[src/pkg/bitbang_defs.vh]
/*
 * Constants for the parallel bit-bang port engine: register offsets,
 * field positions, mode values and reset values.
 * Assumes inclusion by bare name from design files under logic/.
 */
`ifndef BITBANG_DEFS_VH
`define BITBANG_DEFS_VH

////////////////////////////////////////////////////////////////////////
// register map: byte address = {channel, register, 2'b00}
`define BB_ADDR_W        6
`define BB_CH_MSB        5
`define BB_CH_LSB        4
`define BB_REG_MSB       3
`define BB_REG_LSB       2
`define BB_REG_MODE      2'h0
`define BB_REG_DIV       2'h1
`define BB_REG_STAT      2'h2

////////////////////////////////////////////////////////////////////////
// mode register fields: direction mask low byte, mode value next byte
`define BB_DIR_LSB       0
`define BB_MODEV_LSB     8

// port-mode command values
`define BB_MODE_RESET    8'h00
`define BB_MODE_ASYNC    8'h01
`define BB_MODE_SYNC     8'h04

////////////////////////////////////////////////////////////////////////
// reset values
`define BB_DIR_RESET     8'h00
`define BB_DIV_RESET     16'h0009
`define BB_OE_N_IDLE     8'hFF

`endif

[src/logic/two_entry_buffer.v]
/*
 * Two-entry buffer with valid/ready on both sides; all outputs are flops.
 * Assumes one clock, synchronous active-low reset.
 */
module two_entry_buffer #(
    parameter W = 8
) (
    input  wire         sys_clk,   // core clock
    input  wire         rst_n,     // sync reset, active low
    input  wire [W-1:0] inData,    // word from producer
    input  wire         inValid,   // producer offers a word
    output wire         inReady,   // room for a word
    output wire [W-1:0] outData,   // head word
    output wire         outValid,  // head word present
    input  wire         outReady   // consumer takes head
);

    reg [W-1:0] d0_q;
    reg [W-1:0] d1_q;
    reg         v0_q;
    reg         v1_q;
    wire        push;
    wire        pop;

    ////////////////////////////////////////////////////////////////////
    // ready from the second slot flop keeps the path short
    assign inReady  = ~v1_q;
    assign outValid = v0_q;
    assign outData  = d0_q;
    assign push     = inValid & ~v1_q;
    assign pop      = v0_q & outReady;

    // slot 0 is always the head
    always @(posedge sys_clk) begin
        if (!rst_n) begin
            v0_q <= 1'b0;
            v1_q <= 1'b0;
            d0_q <= {W{1'b0}};
            d1_q <= {W{1'b0}};
        end else begin
            case ({push, pop})
                2'b10: begin
                    if (!v0_q) begin
                        d0_q <= inData;
                        v0_q <= 1'b1;
                    end else begin
                        d1_q <= inData;
                        v1_q <= 1'b1;
                    end
                end
                2'b01: begin
                    d0_q <= d1_q;
                    v0_q <= v1_q;
                    v1_q <= 1'b0;
                end
                2'b11: begin
                    // push implies slot 1 empty, so new word becomes head
                    d0_q <= inData;
                end
                default: begin
                    v0_q <= v0_q;
                end
            endcase
        end
    end

endmodule

[src/logic/bit_bang_engine.v]
/*
 * Multi-channel parallel bit-bang engine: moves host bytes from the
 * receive FIFO onto a byte-wide port and returns pin samples toward the
 * transmit FIFO through a two-entry buffer per channel.
 * Assumes FIFO ports are valid/ready in the sys_clk domain, pins are
 * synchronous to sys_clk, and software uses the plain register port.
 */
// The address map and the plain strobed port were chosen for this implementation.
`include "bitbang_defs.vh"

// Behaviour
// - every channel offers asynchronous and synchronous bit-bang, chosen per channel.
// - asynchronous mode drives host bytes onto output pins without further host action.
// - each pin has its own direction bit.
// - asynchronous output pace comes from the channel baud-rate generator.
// - asynchronous outputs change only on pending byte plus baud tick; else hold.
// - synchronous outputs update only when a host byte is taken from receive FIFO.
// - synchronous pin samples are returned only because an output byte was written.
// - synchronous mode takes no byte unless the sample path has room.
// - pins are sampled before the new output, so returned data lags one byte.
// - the write and read strobes stay internal, never driven on pins.
// - sync order: sample and forward, switch outputs, one setup cycle, strobe.
// - after reset every channel is in serial mode.
// - configuration only enables the RS485 drive output in serial mode.
// - mode state is kept per channel.
module bit_bang_engine #(
    parameter NCH = 4,
    parameter W   = 8
) (
    input  wire                   sys_clk,          // core clock, 20 MHz
    input  wire                   rst_n,            // sync reset, active low
    input  wire [`BB_ADDR_W-1:0]  regAddr,          // register byte address
    input  wire [31:0]            regWrData,        // register write data
    input  wire                   regWr,            // write strobe
    input  wire                   regRd,            // read strobe
    output reg  [31:0]            regRdData,        // read data, cycle after
    input  wire [NCH*W-1:0]       rxData,           // receive FIFO heads
    input  wire [NCH-1:0]         rxValid,          // receive FIFO not empty
    output wire [NCH-1:0]         rxReady,          // pop receive FIFO
    output wire [NCH*W-1:0]       txData,           // pin samples to host
    output wire [NCH-1:0]         txValid,          // sample available
    input  wire [NCH-1:0]         txReady,          // transmit FIFO accepts
    input  wire [NCH*W-1:0]       pinIn,            // port pin levels
    output wire [NCH*W-1:0]       pinOut,           // port pin drive values
    output wire [NCH*W-1:0]       pinOeN,           // low while pin driven
    input  wire [NCH-1:0]         rs485Cfg,         // config memory drive option
    output wire [NCH-1:0]         rs485DriveEnable  // RS485 drive enable
);

    localparam ST_IDLE   = 2'h0;
    localparam ST_APPLY  = 2'h1;
    localparam ST_SETUP  = 2'h2;
    localparam ST_STROBE = 2'h3;

    wire [NCH*32-1:0] modeRd;
    wire [NCH*32-1:0] divRd;
    wire [NCH*32-1:0] statRd;
    reg  [31:0]       rdMux;
    wire [1:0]        rdCh;

    ////////////////////////////////////////////////////////////////////
    // one decode shared by every channel and register
    function regHit;
        input [`BB_ADDR_W-1:0] a;
        input integer          ch;
        input [1:0]            idx;
        begin
            regHit = (a[`BB_CH_MSB:`BB_CH_LSB] == ch) &&
                     (a[`BB_REG_MSB:`BB_REG_LSB] == idx) && (a[1:0] == 2'h0);
        end
    endfunction

    genvar c;
    generate
        for (c = 0; c < NCH; c = c + 1) begin : chan
            reg  [7:0]  modeQ;
            reg  [W-1:0] dirQ;
            reg  [15:0] divQ;
            reg  [15:0] cntQ;
            reg  [1:0]  stQ;
            reg  [W-1:0] byteQ;
            reg         pendQ;
            reg         rxRdyQ;
            reg  [W-1:0] sampQ;
            reg         pushQ;
            reg  [W-1:0] outQ;
            reg  [W-1:0] oeNQ;
            reg         wrStbNQ;
            reg         rdStbNQ;
            reg         rsQ;
            wire        tick;
            wire        take;
            wire        bufRdy;
            wire        isAsync;
            wire        isSync;
            wire        modeWr;
            wire [W-1:0] rxByte;

            assign rxByte  = rxData[c*W +: W];
            assign isAsync = (modeQ == `BB_MODE_ASYNC);
            assign isSync  = (modeQ == `BB_MODE_SYNC);
            assign tick    = (cntQ == 16'h0000);
            assign take    = rxValid[c] & rxRdyQ;
            assign modeWr  = regWr && regHit(regAddr, c, `BB_REG_MODE);

            ////////////////////////////////////////////////////////////
            // samples queue here so a stalled transmit FIFO loses none
            two_entry_buffer #(
                .W (W)
            ) u_samp (
                .sys_clk  (sys_clk),
                .rst_n    (rst_n),
                .inData   (sampQ),
                .inValid  (pushQ),
                .inReady  (bufRdy),
                .outData  (txData[c*W +: W]),
                .outValid (txValid[c]),
                .outReady (txReady[c])
            );

            // register writes, baud generator and mode engine
            always @(posedge sys_clk) begin
                if (!rst_n) begin
                    modeQ   <= `BB_MODE_RESET;
                    dirQ    <= `BB_DIR_RESET;
                    divQ    <= `BB_DIV_RESET;
                    cntQ    <= `BB_DIV_RESET;
                    stQ     <= ST_IDLE;
                    byteQ   <= {W{1'b0}};
                    pendQ   <= 1'b0;
                    rxRdyQ  <= 1'b0;
                    sampQ   <= {W{1'b0}};
                    pushQ   <= 1'b0;
                    outQ    <= {W{1'b0}};
                    oeNQ    <= `BB_OE_N_IDLE;
                    wrStbNQ <= 1'b1;
                    rdStbNQ <= 1'b1;
                    rsQ     <= 1'b0;
                end else begin
                    pushQ <= 1'b0;
                    // baud ticks run free in every mode
                    cntQ <= tick ? divQ : cntQ - 16'h0001;
                    if (regWr && regHit(regAddr, c, `BB_REG_DIV)) begin
                        divQ <= regWrData[15:0];
                    end
                    // config memory only reaches the RS485 enable
                    rsQ <= rs485Cfg[c] && (modeQ == `BB_MODE_RESET);
                    // pins driven only in bit-bang, per-bit direction
                    oeNQ <= (isAsync || isSync) ? ~dirQ : `BB_OE_N_IDLE;
                    if (modeWr) begin
                        // a mode change touches this channel only; aborts work
                        modeQ   <= regWrData[`BB_MODEV_LSB +: 8];
                        dirQ    <= regWrData[`BB_DIR_LSB +: W];
                        stQ     <= ST_IDLE;
                        pendQ   <= 1'b0;
                        rxRdyQ  <= 1'b0;
                        wrStbNQ <= 1'b1;
                        rdStbNQ <= 1'b1;
                    end else if (isAsync) begin
                        if (take) begin
                            byteQ  <= rxByte;
                            pendQ  <= 1'b1;
                            rxRdyQ <= 1'b0;
                        end else if (pendQ && tick) begin
                            outQ    <= byteQ;
                            pendQ   <= 1'b0;
                            rxRdyQ  <= 1'b1;
                            wrStbNQ <= 1'b0;
                        end else begin
                            rxRdyQ  <= ~pendQ;
                            wrStbNQ <= 1'b1;
                        end
                    end else if (isSync) begin
                        case (stQ)
                            ST_IDLE: begin
                                wrStbNQ <= 1'b1;
                                if (take) begin
                                    // sample before the new byte is applied
                                    byteQ   <= rxByte;
                                    sampQ   <= pinIn[c*W +: W];
                                    pushQ   <= 1'b1;
                                    rdStbNQ <= 1'b1;
                                    rxRdyQ  <= 1'b0;
                                    stQ     <= ST_APPLY;
                                end else begin
                                    rxRdyQ <= bufRdy;
                                end
                            end
                            ST_APPLY: begin
                                outQ    <= byteQ;
                                rdStbNQ <= 1'b0;
                                stQ     <= ST_SETUP;
                            end
                            ST_SETUP: begin
                                // one cycle of data setup before the strobe
                                wrStbNQ <= 1'b0;
                                stQ     <= ST_STROBE;
                            end
                            ST_STROBE: begin
                                wrStbNQ <= 1'b1;
                                stQ     <= ST_IDLE;
                            end
                            default: begin
                                stQ <= ST_IDLE;
                            end
                        endcase
                    end else begin
                        // serial or unsupported values leave the port idle
                        rxRdyQ  <= 1'b0;
                        pendQ   <= 1'b0;
                        stQ     <= ST_IDLE;
                        wrStbNQ <= 1'b1;
                        rdStbNQ <= 1'b1;
                    end
                end
            end

            ////////////////////////////////////////////////////////////
            // strobes are visible only in status, never on a pin
            assign rxReady[c]          = rxRdyQ;
            assign pinOut[c*W +: W]    = outQ;
            assign pinOeN[c*W +: W]    = oeNQ;
            assign rs485DriveEnable[c] = rsQ;
            assign modeRd[c*32 +: 32]  = {16'h0000, modeQ, dirQ};
            assign divRd[c*32 +: 32]   = {16'h0000, divQ};
            assign statRd[c*32 +: 32]  = {9'h000, rdStbNQ, wrStbNQ, stQ, pendQ,
                                          txValid[c], bufRdy, outQ, pinIn[c*W +: W]};
        end
    endgenerate

    ////////////////////////////////////////////////////////////////////
    // read mux; unmapped offsets answer zero
    assign rdCh = regAddr[`BB_CH_MSB:`BB_CH_LSB];

    always @* begin
        rdMux = 32'h00000000;
        if (regAddr[1:0] == 2'h0) begin
            case (regAddr[`BB_REG_MSB:`BB_REG_LSB])
                `BB_REG_MODE: rdMux = modeRd[rdCh*32 +: 32];
                `BB_REG_DIV:  rdMux = divRd[rdCh*32 +: 32];
                `BB_REG_STAT: rdMux = statRd[rdCh*32 +: 32];
                default:      rdMux = 32'h00000000;
            endcase
        end
    end

    // read data stands only in the cycle after the strobe
    always @(posedge sys_clk) begin
        if (!rst_n) begin
            regRdData <= 32'h00000000;
        end else begin
            regRdData <= regRd ? rdMux : 32'h00000000;
        end
    end

endmodule

[config.mk]
export PLATFORM = sky130hd
export DESIGN_NAME = bit_bang_engine
export DESIGN_NICKNAME = d
export VERILOG_FILES = /design/src/logic/two_entry_buffer.v /design/src/logic/bit_bang_engine.v
export VERILOG_INCLUDE_DIRS = /design/src /design/src/pkg
export SDC_FILE = /design/constraint.sdc
export NUM_CORES = 1
export LEC_CHECK = 0
export BUFFER_PORTS_ARGS = -buffer_cell sky130_fd_sc_hd__clkbuf_2
export CORE_MARGIN = 2
export CORE_UTILIZATION = 40
export CTS_CLUSTER_DIAMETER = 120
export DETAILED_ROUTE_END_ITERATION = 8
export PLACE_DENSITY = 0.7
export SYNTH_ARGS = -nofsm -noshare
export SYNTH_HDL_FRONTEND = slang
export SYNTH_SLANG_ARGS = --single-unit
[constraint.sdc]
create_clock -name sys_clk -period 3.2 [get_ports sys_clk]
set_clock_uncertainty 0.2 [all_clocks]
set_input_delay 0 -clock sys_clk [delete_from_list [all_inputs] [get_ports sys_clk]]
set_output_delay 0 -clock sys_clk [all_outputs]
set_load 0.02 [all_outputs]
==> metrics.txt <==
# TYPE chip_impl_metric gauge
chip_impl_metric{name="num_io_pins",unit=""} 258
chip_impl_metric{name="dp_cells",unit=""} 3037
chip_impl_info{name="tritoncts",value="built"} 1
chip_impl_metric{name="seqPwrFrac",unit=""} 0.448
chip_impl_metric{name="design.final.nets",unit=""} 2781
chip_impl_metric{name="first_pass_iters",unit=""} 6
chip_impl_metric{name="post_drt_wl_per_cell",unit="microns"} 20.44
chip_impl_metric{name="via_count",unit=""} 18780
chip_impl_metric{name="count_of_max_cap_constraint_violations",unit=""} 0
chip_impl_metric{name="ctsHtreeMaxLevel",unit=""} 2
chip_impl_metric{name="synthesis.area",unit="sq mm"} 0.01962
chip_impl_metric{name="grt_start_max_net_pins",unit=""} 145
chip_impl_info{name="cp_cell_sequence",value="nor4b_1 -> nand3_1 -> nor3_4 -> mux2i_1 -> dlygate4sd3_1 -> nor2_1"} 1
chip_impl_info{name="cp-start-kind",value="flip-flop"} 1
chip_impl_metric{name="clkSinkCount",unit=""} 447
chip_impl_info{name="worstSetupPathType",value="flip-flop to flip-flop"} 1
chip_impl_metric{name="floorplan.initialDensity",unit=""} 0.4033
chip_impl_metric{name="grt_first_pass_wirelength",unit="microns"} 100800
chip_impl_metric{name="floorplan.die.height",unit="microns"} 225.5
chip_impl_info{name="cts-root-buf",value="sky130_fd_sc_hd__clkbuf_16"} 1
chip_impl_metric{name="arrival",unit="ns"} 3.30
chip_impl_metric{name="ys_seq_elements",unit=""} 447
chip_impl_metric{name="n_fill_cell",unit=""} 4412
chip_impl_metric{name="setup_total_negative_slack",unit="ns"} 0
chip_impl_metric{name="placement_rows",unit=""} 81
chip_impl_metric{name="synth_sequential_area_ratio",unit=""} 0.4561
chip_impl_metric{name="synth.avg_cell_area",unit="sq um"} 8.513
chip_impl_metric{name="final.period_utilization",unit=""} 0.9484
chip_impl_metric{name="power.combinational.fraction",unit=""} 0.101
chip_impl_metric{name="max_slew_violation_total_from_the_final_report",unit=""} 0
chip_impl_metric{name="worstPathMaxFanout",unit=""} 8
chip_impl_info{name="reg_top3",value="chan.cntQ (64), chan.divQ (64)"} 1
chip_impl_metric{name="internal_power",unit="mW"} 9.830
chip_impl_metric{name="cts.clk_slew.worst_paths",unit="ns"} 0.06
chip_impl_metric{name="portBuffers",unit=""} 232
chip_impl_metric{name="antenna_found_initial",unit=""} 3
chip_impl_metric{name="postRouteAntennaNets",unit=""} 0
chip_impl_info{name="layout.cells.most_common",value="sky130_fd_sc_hd__dfxtp_1"} 1
chip_impl_metric{name="finalWirelength",unit="microns"} 67350
chip_impl_metric{name="synth_enable_flop_cells",unit=""} 0
chip_impl_metric{name="via_count_of_the_first_global_routing_pass",unit=""} 17480
chip_impl_metric{name="cp.required",unit="ns"} 3.47
chip_impl_metric{name="drive_gt1_frac",unit=""} 0.1550
chip_impl_metric{name="detailedRoute.firstIterationViolations",unit=""} 2015
chip_impl_metric{name="dp_slack",unit="ns"} 0.5587
chip_impl_metric{name="power-per-cell-area",unit="mW/mm^2"} 538.9
chip_impl_metric{name="post_drt_via_cell_ratio",unit=""} 5.698
chip_impl_metric{name="overflow",unit=""} 0
chip_impl_metric{name="worst_slack",unit="ns"} 0.1652
chip_impl_info{name="rsz0062_at_grt",value="false"} 1
chip_impl_info{name="final_cell_mix",value="sky130_fd_sc_hd__dfxtp_1, sky130_fd_sc_hd__nand2_1, sky130_fd_sc_hd__clkbuf_2, sky130_fd_sc_hd__a21oi_1, sky130_fd_sc_hd__nor2_1"} 1
chip_impl_metric{name="yosysWarnings",unit=""} 0
chip_impl_metric{name="cts-buffers-inserted",unit=""} 48
chip_impl_metric{name="asyncSetResetFlopFracSynth",unit=""} 0
chip_impl_info{name="cpMaxStageDelayCell",value="sky130_fd_sc_hd__nor3_4"} 1
chip_impl_metric{name="max-clock-path-buffers",unit=""} 3
chip_impl_metric{name="drt_drc_violations_left",unit=""} 0
chip_impl_metric{name="p_sw_frac",unit=""} 0.2566
chip_impl_metric{name="hold_viol_final",unit=""} 0
chip_impl_info{name="end_kind",value="flip-flop"} 1
chip_impl_metric{name="gp_congestion",unit=""} 0.8996
chip_impl_metric{name="setup_viol",unit=""} 0
chip_impl_metric{name="dp.final_hpwl",unit="microns"} 46630
chip_impl_metric{name="die_area",unit="sq mm"} 0.05084
chip_impl_metric{name="maxClockFrequency",unit="GHz"} 0.3295
chip_impl_info{name="run_status",value="completed"} 1
chip_impl_metric{name="instances_no_fill",unit=""} 3295
chip_impl_metric{name="slew-limit-headroom",unit=""} 0.1835
chip_impl_info{name="yosys_most_used_dff",value="sky130_fd_sc_hd__dfxtp_1"} 1
chip_impl_metric{name="synth.distinct_cells",unit=""} 67
chip_impl_metric{name="worstSkewPairLatency",unit="ns"} 0.60
chip_impl_metric{name="layout-area-overhead-vs-synth",unit="%"} 25.07
chip_impl_metric{name="netlist_instances",unit=""} 2305
chip_impl_metric{name="total_power",unit="mW"} 13.22
chip_impl_metric{name="floorplan.die.width",unit="microns"} 225.5
chip_impl_metric{name="static-leakage-power",unit="nW"} 8.841
chip_impl_metric{name="clockPowerShare",unit=""} 0.451
chip_impl_metric{name="worst_case_vdd_ir_drop",unit="mV"} 0.3640
chip_impl_metric{name="timing.critical_path.slowest_cell_delay",unit="ns"} 0.61
chip_impl_metric{name="tightest_slew",unit="ns"} 1.220
chip_impl_metric{name="floorplan.core_area",unit="sq mm"} 0.04865
chip_impl_metric{name="grt_util_all_layers",unit=""} 0.2566
chip_impl_info{name="holdCritPathClass",value="primary input to flip-flop"} 1
chip_impl_metric{name="period_needed",unit="ns"} 3.035
chip_impl_metric{name="netSwitchingPower",unit="mW"} 3.394
critical path: cells and delay by family, from the launching register on:
kind	cells	cell delay, ns
buf+inv	1	0.57
flops	1	0.56
mux	1	0.27
simple gates	4	1.30
synthesized netlist by cell type (5+ instances only):
library cell	n	share of area
sky130_fd_sc_hd__dfxtp_1	447	0.46
sky130_fd_sc_hd__nand2_1	433	0.083
sky130_fd_sc_hd__a21oi_1	222	0.057
sky130_fd_sc_hd__nor2_1	218	0.042
sky130_fd_sc_hd__clkbuf_1	127	0.024
sky130_fd_sc_hd__mux2i_1	98	0.050
sky130_fd_sc_hd__nand3_1	96	0.024
sky130_fd_sc_hd__a211oi_1	78	0.030
sky130_fd_sc_hd__o21ai_0	75	0.019
sky130_fd_sc_hd__a22oi_1	65	0.025
sky130_fd_sc_hd__inv_1	41	0.0078
sky130_fd_sc_hd__buf_4	35	0.013
sky130_fd_sc_hd__o22ai_1	35	0.011
sky130_fd_sc_hd__ha_1	32	0.020
sky130_fd_sc_hd__xor2_1	28	0.012
sky130_fd_sc_hd__nand4_1	24	0.0077
sky130_fd_sc_hd__mux4_2	23	0.026
sky130_fd_sc_hd__or3_1	20	0.0064
sky130_fd_sc_hd__a31oi_1	15	0.0048
sky130_fd_sc_hd__nor3_1	15	0.0038
sky130_fd_sc_hd__xnor2_1	15	0.0067
sky130_fd_sc_hd__buf_2	13	0.0033
sky130_fd_sc_hd__and3_1	12	0.0038
sky130_fd_sc_hd__nor4_1	12	0.0038
sky130_fd_sc_hd__nand2b_1	11	0.0035
sky130_fd_sc_hd__nor2b_1	10	0.0032
sky130_fd_sc_hd__a221oi_1	7	0.0031
sky130_fd_sc_hd__and2_1	7	0.0022
sky130_fd_sc_hd__nor3b_1	6	0.0023
sky130_fd_sc_hd__nor4_4	6	0.0065
sky130_fd_sc_hd__o21ai_1	5	0.0013
sky130_fd_sc_hd__o31ai_1	5	0.0019
layout make-up:
class,instances,area [sq um],share of cell area
Tap cell,622,778.2,0.03171
Clock buffer,68,1356,0.05527
Sequential cell,447,8949,0.3646
Timing Repair Buffer,446,3221,0.1312
Antenna cell,2,5.005,0.0002039
Inverter,42,165.2,0.006730
Clock inverter,22,327.8,0.01336
Multi-Input combinational cell,1646,9739,0.3969
power by group through the flow:
stage | combinational [mW] | clock, mW | sequential, mW
5_1_grt | 1.45 | 6.24 | 5.94
4_1_cts | 1.31 | 6.02 | 5.92
3_3_place_gp | 1.14 | 0 | 6.02
2_1_floorplan | 0.834 | 0 | 6.00
6_report | 1.34 | 5.96 | 5.92
3_5_place_dp | 1.17 | 0 | 6.04
what timing repair did:
item,in CTS,in global routing
endpoints found under the setup margin,0,3
hold buffers,165,0
setup buffers,0,1
resized for setup,0,0
hold endpoints to repair,343,0
cells by family (layout without fill, tap and decap cells):
logic type / Yosys count / after routing / share of synthesized area
compound gates: 537 / 537 / 0.1671
xor+xnor: 43 / 43 / 0.01919
fa+ha+maj: 32 / 32 / 0.02041
buf+inv: 220 / 578 / 0.04961
flops: 447 / 447 / 0.4561
mux: 121 / 121 / 0.07639
other cells: 1 / 11 / 0.0001911
simple gates: 904 / 904 / 0.2110
stage by stage:
| stage | utilization | instance area, sq um | hold slack, ns |
|---|---|---|---|
| 6_report | 0.5045 | 24540 | 0.02981 |
| 5_1_grt | 0.5044 | 24540 | 0.04732 |
| 4_1_cts | 0.5040 | 24520 | 0.006554 |
| 3_5_place_dp | 0.4354 | 21180 | 0.03586 |
| 3_3_place_gp | 0.4354 | 21180 | 0.03541 |
| 2_1_floorplan | - | 19650 | -0.07261 |
metal layers:
| layer | global-route usage | wire length [microns] |
|---|---|---|
| met5 | 0 | 30 |
| met1 | 0.3355 | 27270 |
| met3 | 0.05658 | 6604 |
| met2 | 0.4043 | 30260 |
| met4 | 0.1173 | 3186 |
final timing paths:
path	slack (ns)	from	cells past startpoint	end
min	0.03	pinIn[1]	4	chan[0].sampQ[1]
max	0.17	chan[2].modeQ[2]	6	chan[2].sampQ[6]
min reg2reg	0.20	chan[2].dirQ[4]	1	chan[2].oeNQ[4]
max reg2reg	0.17	chan[2].modeQ[2]	6	chan[2].sampQ[6]
No activity file was read; power rests on OpenSTA's default activity.
